### config.mk
export PLATFORM = sky130hd
export DESIGN_NAME = pdtx_ctrl
export DESIGN_NICKNAME = d
export VERILOG_FILES = /design/src/pdtx_pkg.sv /design/src/pdtx_ctrl.sv /design/src/pdtx_buf2.sv
export SDC_FILE = /design/constraint.sdc
export NUM_CORES = 1
export LEC_CHECK = 0
export ABC_AREA = 1
export ABC_CLOCK_PERIOD_IN_PS = 5000
export BUFFER_PORTS_ARGS = -buffer_cell sky130_fd_sc_hd__buf_2
export CAP_MARGIN = 5
export CORE_ASPECT_RATIO = 1.75
export CORE_MARGIN = 2
export CORE_UTILIZATION = 54
export DETAILED_ROUTE_END_ITERATION = 6
export PLACE_DENSITY = 0.83
export REMOVE_ABC_BUFFERS = 1
export SLEW_MARGIN = 20
export SYNTH_ARGS = -nofsm -noshare
export SYNTH_HDL_FRONTEND = slang
export SYNTH_HIERARCHICAL = 1
export SYNTH_SLANG_ARGS = --single-unit
### constraint.sdc
create_clock -name clock -period 5 [get_ports clock]
set_input_delay 0.75 -clock clock [delete_from_list [all_inputs] [get_ports clock]]
set_output_delay 0.75 -clock clock [all_outputs]
set_load 0.005 [all_outputs]
### src/pdtx_pkg.sv
// constants, types and register map of the transmit abort/retry control
// assumes one 100 MHz clock and a byte-wide register port
package pdtx_pkg;

  // ****************************************
  // register map
  // ****************************************
  localparam logic [15:0] PDTX_CTRL_A_ADDR  = 16'h1a00;
  localparam logic [15:0] PDTX_STATUS_ADDR  = 16'h1a01;
  localparam logic [15:0] PDTX_PARAM_C_ADDR = 16'h1a02;
  localparam logic [7:0]  PDTX_CTRL_A_RESET = 8'h00;
  localparam logic [7:0]  PDTX_CTRL_A_WMASK = 8'h7f;
  localparam logic [2:0]  PDTX_RETRY_RESET  = 3'h0;
  localparam logic [7:0]  PDTX_ZERO_BYTE    = 8'h00;

  // ****************************************
  // field positions
  // ****************************************
  localparam int PDTX_RETRY_BUSY_BIT = 6;
  localparam int PDTX_KEEP_BIT       = 5;
  localparam int PDTX_PLAIN_BIT      = 4;
  localparam int PDTX_HOLD_BIT       = 3;
  localparam int PDTX_AUTO_BIT       = 2;
  localparam int PDTX_FIFO_BIT       = 1;
  localparam int PDTX_RAW_BIT        = 0;
  localparam int PDTX_RETRY_LSB      = 4;
  localparam int PDTX_RETRY_MSB      = 6;
  localparam int PDTX_ACTIVE_BIT     = 0;

  // raw mode code that ends a packet after the crc
  localparam logic [7:0] PDTX_CODE_END = 8'h01;
  localparam logic [2:0] PDTX_ONE3     = 3'h1;
  localparam logic [5:0] PDTX_ONE6     = 6'h01;

  typedef enum logic [2:0] {
    PDTX_SOP, PDTX_SOP_P, PDTX_SOP_PP, PDTX_SOP_P_DBG, PDTX_SOP_PP_DBG
  } pdtx_sop_t;

  // queue word: data byte or raw mode code
  typedef struct packed {
    logic       is_code;
    logic [7:0] data;
  } pdtx_qword_t;

  // word toward the line coder
  typedef struct packed {
    logic       last;
    logic [7:0] data;
  } pdtx_line_t;

  // one received packet as classified by the receive path
  typedef struct packed {
    logic      valid;
    logic      good;
    logic      dup;
    logic      ping;
    logic      goodcrc;
    pdtx_sop_t sop;
  } pdtx_rx_t;

endpackage

### src/pdtx_ctrl.sv
// transmit abort / retry / wait-for-idle control of a pd mac
// assumes a byte register port, a classified receive event, a coder stream
`timescale 1ns/10ps
module pdtx_ctrl
  import pdtx_pkg::*;
(
  input  wire logic       clock,
  input  wire logic       resetn,
  input  wire logic [15:0] reg_addr,
  input  wire logic       reg_wr,
  input  wire logic       reg_rd,
  input  wire logic [7:0] reg_wdata,
  output logic [7:0]      reg_rdata,
  input  wire logic       go,
  input  wire logic       abort_req,
  input  wire logic       ack_req,
  input  wire logic       ack_for_soft_reset,
  input  pdtx_sop_t       tx_sop,
  input  wire logic [5:0] pkt_len,
  input  wire logic       line_busy_pin,
  input  pdtx_rx_t        rx_event,
  input  wire logic       hard_reset_rx,
  input  wire logic       cable_reset_rx,
  input  wire logic       cable_reset_en,
  input  wire logic       goodcrc_rx,
  input  wire logic       ack_timeout,
  input  wire logic       q_valid,
  output logic            q_ready,
  input  pdtx_qword_t     q_word,
  output logic            line_valid,
  input  wire logic       line_ready,
  output pdtx_line_t      line_word,
  output logic            line_drive_en,
  output logic            send_done_flag,
  output logic            send_failed_flag,
  output logic            send_aborted_flag,
  output logic            queue_fifo_mode,
  output logic            raw_processing_on,
  output logic            auto_response_on
);

  // ****************************************
  // registers
  // ****************************************
  logic [7:0] tx_control_a;
  logic [2:0] retry_limit, tries;
  logic [5:0] sent_cnt;
  logic       tx_active, is_ack, is_sr_ack;
  pdtx_sop_t  cur_sop;

  wire retry_busy   = tx_control_a[PDTX_RETRY_BUSY_BIT];
  wire keep_nonprim = tx_control_a[PDTX_KEEP_BIT];
  wire plain_sr_ack = tx_control_a[PDTX_PLAIN_BIT];
  wire hold_quiet   = tx_control_a[PDTX_HOLD_BIT];
  wire auto_rsp     = tx_control_a[PDTX_AUTO_BIT];

  wire sel_ctrl  = (reg_addr == PDTX_CTRL_A_ADDR);
  wire sel_stat  = (reg_addr == PDTX_STATUS_ADDR);
  wire sel_param = (reg_addr == PDTX_PARAM_C_ADDR);

  // bit 7 is read-only zero
  always_ff @(posedge clock) begin
    if (!resetn) begin
      tx_control_a <= PDTX_CTRL_A_RESET;
    end else if (reg_wr && sel_ctrl) begin
      tx_control_a <= reg_wdata & PDTX_CTRL_A_WMASK;
    end
  end

  // three-bit retry count, zero means none
  always_ff @(posedge clock) begin
    if (!resetn) begin
      retry_limit <= PDTX_RETRY_RESET;
    end else if (reg_wr && sel_param) begin
      retry_limit <= reg_wdata[PDTX_RETRY_MSB:PDTX_RETRY_LSB];
    end
  end

  // status: tries in 6:4, active in bit 0; params: limit in 6:4
  wire [7:0] stat_byte  = {1'b0, tries, 3'h0, tx_active};
  wire [7:0] param_byte = {1'b0, retry_limit, 4'h0};
  wire [7:0] rd_mux     = sel_ctrl ? tx_control_a : sel_stat ? stat_byte
                          : sel_param ? param_byte : PDTX_ZERO_BYTE;

  always_ff @(posedge clock) begin
    if (!resetn) begin
      reg_rdata <= PDTX_ZERO_BYTE;
    end else if (reg_rd) begin
      reg_rdata <= rd_mux;
    end
  end

  // mode outputs
  always_ff @(posedge clock) begin
    if (!resetn) begin
      queue_fifo_mode   <= 1'b0;
      raw_processing_on <= 1'b0;
      auto_response_on  <= 1'b0;
    end else begin
      queue_fifo_mode   <= tx_control_a[PDTX_FIFO_BIT];
      raw_processing_on <= tx_control_a[PDTX_RAW_BIT];
      auto_response_on  <= auto_rsp;
    end
  end

  // ****************************************
  // busy line synchroniser
  // ****************************************
  logic busy_m1, busy_m2, busy_m3, line_busy;
  always_ff @(posedge clock) begin
    if (!resetn) begin
      busy_m1   <= 1'b0;
      busy_m2   <= 1'b0;
      busy_m3   <= 1'b0;
      line_busy <= 1'b0;
    end else begin
      busy_m1 <= line_busy_pin;
      busy_m2 <= busy_m1;
      busy_m3 <= busy_m2;
      if (busy_m2 == busy_m3) begin
        line_busy <= busy_m3;
      end
    end
  end

  // ****************************************
  // abort and attempt decisions
  // ****************************************
  typedef enum logic [2:0] {
    PDTX_ST_IDLE, PDTX_ST_TRY, PDTX_ST_HOLD, PDTX_ST_SEND, PDTX_ST_WAIT_ACK
  } pdtx_state_t;
  pdtx_state_t state, next_state;

  wire pending  = (state != PDTX_ST_IDLE);
  wire cur_prim = (cur_sop == PDTX_SOP);
  // no hardware retries without auto response
  wire [2:0] eff_limit = auto_rsp ? retry_limit : 3'h0;
  wire       can_retry = (tries < eff_limit);

  wire rx_counts = rx_event.valid && rx_event.good && !rx_event.dup
                   && !rx_event.ping && !rx_event.goodcrc;
  wire rx_same   = (rx_event.sop == cur_sop);
  // primary rx aborts non-primary unless kept
  wire rx_prim   = (rx_event.sop == PDTX_SOP) && !cur_prim && !keep_nonprim;
  wire rx_abort  = rx_counts && (rx_same || rx_prim);
  wire cab_abort = cable_reset_rx && cable_reset_en && !cur_prim;
  wire any_abort = pending && (hard_reset_rx || cab_abort || rx_abort
                   || abort_req);

  // soft reset ack keeps its special busy exemption
  wire sr_special = is_sr_ack && auto_rsp && !plain_sr_ack;

  wire       start    = !pending && (go || (ack_req && auto_rsp));
  wire       q_take   = q_valid && q_ready;
  wire       raw_end  = raw_processing_on && q_word.is_code
                        && (q_word.data == PDTX_CODE_END);
  wire       auto_end = !raw_processing_on
                        && ((sent_cnt + PDTX_ONE6) == pkt_len);
  wire       last_w   = raw_end || auto_end;
  wire       buf_ready;
  wire       to_buf   = q_take && !(q_word.is_code && !raw_end);

  logic fail_now, done_now, bump;
  always_comb begin
    next_state = state;
    fail_now   = 1'b0;
    done_now   = 1'b0;
    bump       = 1'b0;
    unique case (state)
      PDTX_ST_IDLE: begin
        if (start) begin
          next_state = PDTX_ST_TRY;
        end
      end
      PDTX_ST_TRY: begin
        if (!line_busy || sr_special) begin
          next_state = PDTX_ST_SEND;
        end else if (hold_quiet) begin
          next_state = PDTX_ST_HOLD;
        end else if (retry_busy && can_retry) begin
          bump = 1'b1;
        end else if (retry_busy && eff_limit != 3'h0) begin
          fail_now   = 1'b1;
          next_state = PDTX_ST_IDLE;
        end else begin
          next_state = PDTX_ST_IDLE;
        end
      end
      PDTX_ST_HOLD: begin
        if (!line_busy) begin
          next_state = PDTX_ST_SEND;
        end
      end
      PDTX_ST_SEND: begin
        if (q_take && last_w) begin
          if (is_ack) begin
            done_now   = 1'b1;
            next_state = PDTX_ST_IDLE;
          end else begin
            next_state = PDTX_ST_WAIT_ACK;
          end
        end
      end
      PDTX_ST_WAIT_ACK: begin
        if (goodcrc_rx) begin
          done_now   = 1'b1;
          next_state = PDTX_ST_IDLE;
        end else if (ack_timeout && can_retry) begin
          bump       = 1'b1;
          next_state = PDTX_ST_TRY;
        end else if (ack_timeout) begin
          fail_now   = 1'b1;
          next_state = PDTX_ST_IDLE;
        end
      end
    endcase
    if (any_abort) begin
      next_state = PDTX_ST_IDLE;
      fail_now   = 1'b0;
      done_now   = 1'b0;
    end
  end
  wire rule1_drop = (state == PDTX_ST_TRY) && line_busy && !sr_special
                    && !hold_quiet && !(retry_busy && eff_limit != 3'h0);

  // ****************************************
  // state and status
  // ****************************************
  always_ff @(posedge clock) begin
    if (!resetn) begin
      state <= PDTX_ST_IDLE;
    end else begin
      state <= next_state;
    end
  end

  always_ff @(posedge clock) begin
    if (!resetn) begin
      tries     <= 3'h0;
      is_ack    <= 1'b0;
      is_sr_ack <= 1'b0;
      cur_sop   <= PDTX_SOP;
    end else if (start) begin
      tries     <= 3'h0;
      is_ack    <= !go;
      is_sr_ack <= !go && ack_for_soft_reset;
      cur_sop   <= tx_sop;
    end else if (bump && !any_abort) begin
      tries <= tries + PDTX_ONE3;
    end
  end

  always_ff @(posedge clock) begin
    if (!resetn || state != PDTX_ST_SEND) begin
      sent_cnt <= 6'h00;
    end else if (q_take) begin
      sent_cnt <= sent_cnt + PDTX_ONE6;
    end
  end

  // flags stay until the next start
  always_ff @(posedge clock) begin
    if (!resetn || start) begin
      send_done_flag    <= 1'b0;
      send_failed_flag  <= 1'b0;
      send_aborted_flag <= 1'b0;
    end else begin
      send_done_flag    <= send_done_flag | done_now;
      send_failed_flag  <= send_failed_flag | fail_now;
      send_aborted_flag <= send_aborted_flag | any_abort | rule1_drop;
    end
  end

  always_ff @(posedge clock) begin
    if (!resetn) begin
      tx_active     <= 1'b0;
      line_drive_en <= 1'b0;
      q_ready       <= 1'b0;
    end else begin
      tx_active     <= (next_state != PDTX_ST_IDLE);
      line_drive_en <= (next_state == PDTX_ST_SEND);
      q_ready       <= (next_state == PDTX_ST_SEND) && buf_ready && !q_take;
    end
  end

  // ****************************************
  // line buffer
  // ****************************************
  wire pdtx_line_t buf_in = '{last_w, q_word.data};

  pdtx_buf2 u_buf (
    .clock     (clock),
    .resetn    (resetn),
    .flush     (any_abort),
    .in_valid  (to_buf),
    .in_ready  (buf_ready),
    .in_word   (buf_in),
    .out_valid (line_valid),
    .out_ready (line_ready),
    .out_word  (line_word)
  );
endmodule

### src/pdtx_buf2.sv
// two-entry buffer between transmit control and the line coder
// assumes the coder may stall; flush empties it at once
`timescale 1ns/10ps
module pdtx_buf2
  import pdtx_pkg::*;
(
  input  wire logic       clock,
  input  wire logic       resetn,
  input  wire logic       flush,
  input  wire logic       in_valid,
  output logic            in_ready,
  input  pdtx_line_t      in_word,
  output logic            out_valid,
  input  wire logic       out_ready,
  output pdtx_line_t      out_word
);

  pdtx_line_t mem [2];
  logic       wr_ptr;
  logic       rd_ptr;
  logic [1:0] count;

  wire push = in_valid & in_ready;
  wire pop  = out_valid & out_ready;

  assign in_ready  = (count != 2'h2);
  assign out_valid = (count != 2'h0);
  assign out_word  = mem[rd_ptr];

  always_ff @(posedge clock) begin
    if (push) begin
      mem[wr_ptr] <= in_word;
    end
  end

  always_ff @(posedge clock) begin
    if (!resetn || flush) begin
      wr_ptr <= 1'b0;
      rd_ptr <= 1'b0;
      count  <= 2'h0;
    end else begin
      wr_ptr <= wr_ptr ^ push;
      rd_ptr <= rd_ptr ^ pop;
      count  <= count + {1'b0, push} - {1'b0, pop};
    end
  end

endmodule

==> impl_summary.txt, run 1 <==
----------------------------------------------------
[Worst setup path]
  Required arrival time at the worst endpoint ... a little under 5 ns
  Nature of the critical path startpoint ... input pin
  Depth of the worst register-to-register path ... 9
  Data arrival time at the worst-slack endpoint ... 2.28 ns
  Sort of element at the end of the critical path ... flip-flop
  Critical path launch point ... q_word[5]
  Largest fanout of any net on the critical path ... 9
  Beginning of the worst register-to-register path ... tx_control_a[2]
  Category of the most critical setup path ... in2reg

[Clocking]
  Maximum root-to-sink buffer count ... 2
  Worst-Skew Late Latency ... 0.32 ns
  Root Buffer ... sky130_fd_sc_hd__clkbuf_8
  Resized Gates After CTS ... 0
  Number of buffers inserted during clock tree synthesis ... 9
  Number of clock sinks seen by CTS ... just under 70
  Clock transition at the registers of the reported paths ... 0.06 ns
  Clock tree from TritonCTS ... yes
  H-tree lvl count ... 3
  Post CTS Setup Buffer Count ... 0
  Cts-stage hold buffer count ... 0

[Floorplanning]
  Die Height ... 109 um
  Starting Density ... 55.2%
  Num rows ... 38
  Die X-Extent ... 63.9 um
  Area of the placeable core ... 6130 sq um
  Total die area ... ~7000 sq um
  Total I/O pin count ... 92

[Worst hold path]
  Hold Crit Class ... reg2reg
  Launch point of the worst hold path ... busy_m1
  Number of instances on the worst hold path ... 2

[Routing]
  Number of routed nets with antenna violations ... 0
  Post-detailed-route DRC marker count ... 0
  Mean number of vias per cell ... around 5.2
  Iteration-0 DRC Markers ... 198
  Total via count in the routed design ... between 3k and 4k
  TritonRoute pass-1 iters ... 4
  Wirelength per Cell ... 11.8 um
  Overall routed net length ... a little over 7000 um

[Final layout]
  Final standard cell utilization of the core ... 66.8%
  Commonest cells after routing, fill and taps aside ... sky130_fd_sc_hd__nand2_1, sky130_fd_sc_hd__buf_2, sky130_fd_sc_hd__inv_1
  Final net count ... 603
  Most common library cell in the layout ignoring fill and taps ... sky130_fd_sc_hd__nand2_1
  Synth-to-layout area growth ... 21.0%
  Diodes inserted ... 0
  Layout cells sized above 1 ... between 20% and 30%

[Yosys]
  Combined area of all synthesized cells ... 3390 sq um
  Avg Synthesized Cell Area ... between 7 and 8 sq um
  Synth Register Bits ... between 60 and 70
  Yosys warning count ... 6
  Number of enable flip-flop cells after synthesis ... 18
  Part of the Yosys area used for sequential elements ... between 40% and 50%
  Gate count of the mapped netlist ... 440
  Main synth FF type ... sky130_fd_sc_hd__dfxtp_1
  Cell variety after synth ... 39
  Async S/R FF share, synth ... 0%

[STA]
  Actual slew at the worst max-slew pin ... around 0.76 ns
  Final hold violation count ... 0
  RSZ-0062 raised after global routing ... false
  Setup total negative slack ... 0 ns
  Total count of max-transition violations in the final report ... 0
  Endpoints failing setup ... 0
  Maximum operating frequency ... ~430 MHz
  Final worst path period share ... roughly 47%
  Worst-case clock skew ... 0.00910 ns
  Worst slew margin relative to its limit ... 49.4%
  Shortest period the worst path allows ... ~2.3 ns

[Global routing]
  Antenna violations before repair ... 0
  Congestion Overflow GR ... 0
  Total global routing track utilization ... 22.1%
  Grt met1 use ... 22.3%
  Highest-utilization routing layer at the global route stage ... met2
  Largest net degree at the start of global routing ... 25
  Wire length of the first global-routing pass ... 12,100 um
  M2 GR Usage ... 41.4%
  Number of global-route vias before repair ... 2,933
  Met3 track demand over resource in global routing ... around 4.5%

[Power]
  Power per cell area ... 336 nW/um^2
  Leakage power of the design ... roughly 1.9 nW
  VDD IR-drop max ... about 0.00034 V

[Placed design]
  IO Port Bufs ... 89
  Routability cong. ... 0.903
  Dpl hpwl ... 5780 um

[Run status]
  Result of the run ... finished, final reports clean

[Run]
  MaxCap Viol Count ... 0

----------------------------------------------------
## flip-flops by register name, indices dropped and copies added, names as in the netlist, 2 cells and up
name,flops
state,3
retry_limit,3
reg_rdata,7
sent_cnt,6
cur_sop,3
u_buf/mem,18
u_buf/count,2
tries,3
tx_control_a,7
## power breakdown
group	total, mW	leakage (nW)	internal, mW	switching (mW)
clock network	0.453	0.104	0.272	0.181
registers	0.627	0.575	0.605	0.0219
logic	0.297	1.23	0.115	0.182
## routing by layer
metal,wire length (um),up-vias
met3,385,16
li1,-,1620
met5,0,-
met1,2760,1433
met2,3890,110
met4,249,0
## worst max-delay path: stages
cell	delay [ns]
sky130_fd_sc_hd__buf_2	0.11
sky130_fd_sc_hd__nor4_1	0.33
sky130_fd_sc_hd__nand4_1	0.19
sky130_fd_sc_hd__a21oi_1	0.20
sky130_fd_sc_hd__nand2_2	0.11
sky130_fd_sc_hd__nor2_1	0.59
## cell type report
class	count	area, sq um
inverters	74	278
repair buffers	89	445
well taps	80	100
clock buffers	15	176
clock inverters	1	30.0
flip-flops and latches	69	1560
multi-input cells	288	1510
fillers	530	2040
## final timing paths
kind / to / slack (ns)
setup / recovery: u_buf/mem[1][4] / 2.67
hold / removal: busy_m2 / 0.42
setup reg to reg: tries[2] / 2.70
hold reg to reg: busy_m2 / 0.42
## Yosys cell counts (3+ instances only)
cell,n,share of area (%)
sky130_fd_sc_hd__a21oi_1,30,4.4
sky130_fd_sc_hd__a22o_1,3,0.78
sky130_fd_sc_hd__a31oi_1,4,0.74
sky130_fd_sc_hd__buf_2,3,0.44
sky130_fd_sc_hd__clkbuf_1,5,0.55
sky130_fd_sc_hd__clkinv_1,3,0.33
sky130_fd_sc_hd__dfxtp_1,51,30
sky130_fd_sc_hd__edfxtp_1,18,16
sky130_fd_sc_hd__ha_1,6,2.2
sky130_fd_sc_hd__inv_1,68,7.5
sky130_fd_sc_hd__inv_2,3,0.33
sky130_fd_sc_hd__nand2_1,103,11
sky130_fd_sc_hd__nand2_2,6,1.1
sky130_fd_sc_hd__nand2_4,3,1.0
sky130_fd_sc_hd__nand3_1,26,3.8
sky130_fd_sc_hd__nand3_2,4,1.2
sky130_fd_sc_hd__nand3b_1,5,1.1
sky130_fd_sc_hd__nand4_1,8,1.5
sky130_fd_sc_hd__nor2_1,32,3.5
sky130_fd_sc_hd__nor2_2,6,1.1
sky130_fd_sc_hd__nor3_1,4,0.59
sky130_fd_sc_hd__nor4_1,4,0.74
sky130_fd_sc_hd__o211ai_1,4,0.89
sky130_fd_sc_hd__o21ai_0,19,2.8
sky130_fd_sc_hd__o21ai_1,3,0.44
sky130_fd_sc_hd__o221ai_1,3,0.78
sky130_fd_sc_hd__xnor2_1,4,1.0
## kinds of logic after synthesis
logic type | share of synthesized area (%)
AOI/OAI and AO/OA | 12.6
xor gates and xnor gates | 1.03
adders and majority gates | 2.22
buffers and inverters | 9.42
DFF | 46.1
other | 0.111
and+or+nand+nor | 28.5
## metrics by stage
step	instances	setup slack [ns]	total power [mW]	cell area [sq um]	hold slack [ns]
final	616	2.67	1.38	4100	0.416
after CTS	616	2.63	1.39	4100	0.422
after floorplan	431	2.80	0.839	3350	0.390
after detailed placement	600	2.29	0.933	3890	0.406
after global placement	600	2.30	0.925	3890	0.394
after global routing	616	2.49	1.45	4100	0.441
Power figures use the tool's default switching activity.
==> inputs of run 2 (changes only) <==
--- a/config.mk
+++ b/config.mk
@@ -6,14 +6,14 @@
 export NUM_CORES = 1
 export LEC_CHECK = 0
 export ABC_AREA = 1
-export ABC_CLOCK_PERIOD_IN_PS = 5000
+export ABC_CLOCK_PERIOD_IN_PS = 2100
 export BUFFER_PORTS_ARGS = -buffer_cell sky130_fd_sc_hd__buf_2
 export CAP_MARGIN = 5
 export CORE_ASPECT_RATIO = 1.75
 export CORE_MARGIN = 2
-export CORE_UTILIZATION = 54
+export CORE_UTILIZATION = 47
 export DETAILED_ROUTE_END_ITERATION = 6
-export PLACE_DENSITY = 0.83
+export PLACE_DENSITY = 0.77
 export REMOVE_ABC_BUFFERS = 1
 export SLEW_MARGIN = 20
 export SYNTH_ARGS = -nofsm -noshare
==> constraint.sdc (replaced) <==
create_clock -name clock -period 2.1 [get_ports clock]
set_input_delay 0.315 -clock clock [delete_from_list [all_inputs] [get_ports clock]]
set_output_delay 0.315 -clock clock [all_outputs]
set_load 0.005 [all_outputs]
==> run 2 against run 1 <==
  * Die area is 14% higher
  * Worst hold slack worse by 0.25 ns
  * Utilization is 5.8 points lower
  * First-iteration DRC count is 20% lower
  * Via count is 2.0% higher
  * Global-route usage is 1.0 points lower
  * Cell area is 5.4% higher
  * Total power grew to 2.8 times the previous value
  * Sequential power is 140% higher
  * Clock power grew to 3.6 times the previous value
  * Sequential share of layout area is 2.0 points lower
  * Final cell count is 2.3% higher
  * Critical path type is now reg2reg
  * Critical endpoint is now tx_active
==> impl_summary.txt, run 2 (same netlist as run 1, synthesis figures left out) <==
----------------------------------------------------
[Run status]
  Result of the run ... finished, final reports clean

[STA]
  Setup total negative slack ... 0 ns (unchanged)
  Final worst path period share ... 91.6%
  Worst-case clock skew ... 0.00530 ns (-0.00380 ns)
  RSZ-0062 raised after global routing ... false
  Final hold violation count ... 0 (unchanged)
  Final worst slack ... 0.177 ns (-2.49 ns)
  Endpoints failing setup ... 0 (unchanged)
  Hold WS ... 0.169 ns (-0.247 ns)
  Total count of max-transition violations in the final report ... 0 (unchanged)
  Shortest period the worst path allows ... 1.92 ns
  Maximum operating frequency ... 520 MHz

[Placed design]
  IO Port Bufs ... 89 (unchanged)
  Routability cong. ... 0.909 (+0.71%)
  Dpl hpwl ... 6000 um (+3.8%)
  Pre-CTS worst setup slack ... 0.0106 ns (-2.28 ns)

[Floorplanning]
  Total die area ... 7930 sq um (+14%)
  Die Height ... 116 um (+6.9%)
  Num rows ... 41 (+7.9%)
  Die X-Extent ... 68.2 um (+6.7%)
  Area of the placeable core ... 7080 sq um (+15%)
  Starting Density ... 47.8% (-7.4 points)
  Total I/O pin count ... 92 (unchanged)

[Global routing]
  Number of global-route vias before repair ... 3,096 (+5.6%)
  Largest net degree at the start of global routing ... 24 (-4.0%)
  Total global routing track utilization ... 21.1% (-1.0 points)
  Met3 track demand over resource in global routing ... 5.97% (+1.4 points)
  Congestion Overflow GR ... 0 (unchanged)
  Antenna violations before repair ... 0 (unchanged)
  Grt met1 use ... 19.6% (-2.7 points)
  M2 GR Usage ... 39.2% (-2.1 points)
  Wire length of the first global-routing pass ... 12,600 um (+4.5%)
  Highest-utilization routing layer at the global route stage ... met2

[Clocking]
  Clock transition at the registers of the reported paths ... 0.05 ns (about the same)
  Number of buffers inserted during clock tree synthesis ... 9 (unchanged)
  Root Buffer ... sky130_fd_sc_hd__clkbuf_16
  Number of clock sinks seen by CTS ... 69 (unchanged)
  Worst-Skew Late Latency ... 0.33 ns (about the same)
  Post CTS Setup Buffer Count ... 0 (unchanged)
  Clock tree from TritonCTS ... yes
  H-tree lvl count ... 3 (unchanged)
  Maximum root-to-sink buffer count ... 2 (unchanged)

[Final layout]
  Flip-flop count of the largest register after layout ... 18 (unchanged)
  Final net count ... 611 (+1.3%)
  Final standard cell utilization of the core ... 61.0% (-5.8 points)
  Diodes inserted ... 0 (unchanged)
  Top flop regs ... u_buf/mem (18), reg_rdata (7), tx_control_a (7)
  Commonest cells after routing, fill and taps aside ... sky130_fd_sc_hd__nand2_1, sky130_fd_sc_hd__buf_2, sky130_fd_sc_hd__inv_1
  Register with the most flip-flops ... u_buf/mem
  Most common library cell in the layout ignoring fill and taps ... sky130_fd_sc_hd__nand2_1
  Layout cells sized above 1 ... 26.1% (+2.0 points)
  Synth-to-layout area growth ... 27.5%

[Routing]
  Total via count in the routed design ... 3,241 (+2.0%)
  Wirelength per Cell ... 12.3 um (+4.3%)
  Iteration-0 DRC Markers ... 159 (-20%)
  Mean number of vias per cell ... 5.14 (-0.32%)
  Overall routed net length ... 7760 um (+6.6%)
  Post-detailed-route DRC marker count ... 0 (unchanged)
  TritonRoute pass-1 iters ... 4 (unchanged)
  Number of routed nets with antenna violations ... 0 (unchanged)

[Worst setup path]
  Required arrival time at the worst endpoint ... 2.30 ns (-2.65 ns)
  Slowest Stage Delay on Critical Path ... 0.48 ns (-0.11 ns)
  Depth of the worst register-to-register path ... 12 (+3)
  R2R Path End ... tx_active
  Critical path launch point ... sent_cnt[0]
  Category of the most critical setup path ... reg2reg
  Nature of the critical path startpoint ... flip-flop
  Series of cell instances along the critical path ... ha_1 > nand2_1 > nand2_1 > nor2_1 > nand3_2 > nor2_2 > nand3_2 > nand2_2 > nand2_4 > nand2_4 > a21oi_4 > nand3b_1
  End of the critical path ... tx_active
  Beginning of the worst register-to-register path ... sent_cnt[0]
  Critical-path cell with the highest stage delay ... sky130_fd_sc_hd__dfxtp_1
  Sort of element at the end of the critical path ... flip-flop
  Data arrival time at the worst-slack endpoint ... 2.12 ns (-0.16 ns)
  Largest fanout of any net on the critical path ... 7 (-2)
  Setup slack of the most critical reg-to-reg path ... 0.18 ns (-2.52 ns)

[Power]
  VDD IR-drop max ... 0.000604 V (+80%)
  Leakage power of the design ... 2.01 nW (+5.6%)
  Power per cell area ... 895 nW/um^2 (+170%)

[Worst hold path]
  Hold Crit Class ... in2reg
  Launch point of the worst hold path ... line_busy_pin

[Run]
  MaxCap Viol Count ... 0 (unchanged)

----------------------------------------------------
-- run 2: changes by cell type in the layout (fill, tap and decap cells not counted), sizes merged --
cell    change
buf         +8
clkinv      +1
clkbuf      -1
-- run 2: how the worst min path moves through the flow --
stage                     slack, ns       to  depth (start not counted)
after floorplan                0.39  busy_m2                          2
after global placement         0.39  busy_m2                          2
after detailed placement       0.40  busy_m2                          2
after CTS                      0.16  busy_m1                          3
after global routing           0.18  busy_m1                          3
final                          0.17  busy_m1                          3
-- run 2: worst max-delay path, delay by kind of cell (launching register included) --
kind                       cells  cell delay, ns
and+or+nand+nor               10            0.94
adders and majority gates      1            0.32
DFF                            1            0.48
AOI/OAI and AO/OA              1            0.06
-- run 2: area by class of cell --
class | count | area (sq um)
clock inverters | 2 | 35.0
multi-input cells | 288 | 1530
flip-flops and latches | 69 | 1560
well taps | 86 | 108
clock buffers | 14 | 305
repair buffers | 97 | 505
fillers | 623 | 2760
inverters | 74 | 278
-- run 2: layer usage --
layer	share of wire [%]	wire, um
met1	37	2900
met2	53	4140
met3	6.1	475
met4	3.2	252
met5	0	0
-- run 2: metrics by stage --
step	area [sq um]	power [mW]	std cells
after CTS	4300	3.89	630
after global placement	3960	2.22	614
final	4320	3.86	630
after detailed placement	3960	2.23	614
after floorplan	3350	2.00	431
after global routing	4320	4.04	630
-- run 2: repair_timing --
item	in CTS	in global routing
hold buffers	0	0
gates resized for setup	0	4
setup endpoints to repair	0	3
-- run 2: power by group --
group,internal [mW],switching (mW),total [mW]
sequential,1.44,0.0519,1.49
combinational,0.281,0.442,0.724
clock,1.12,0.528,1.65
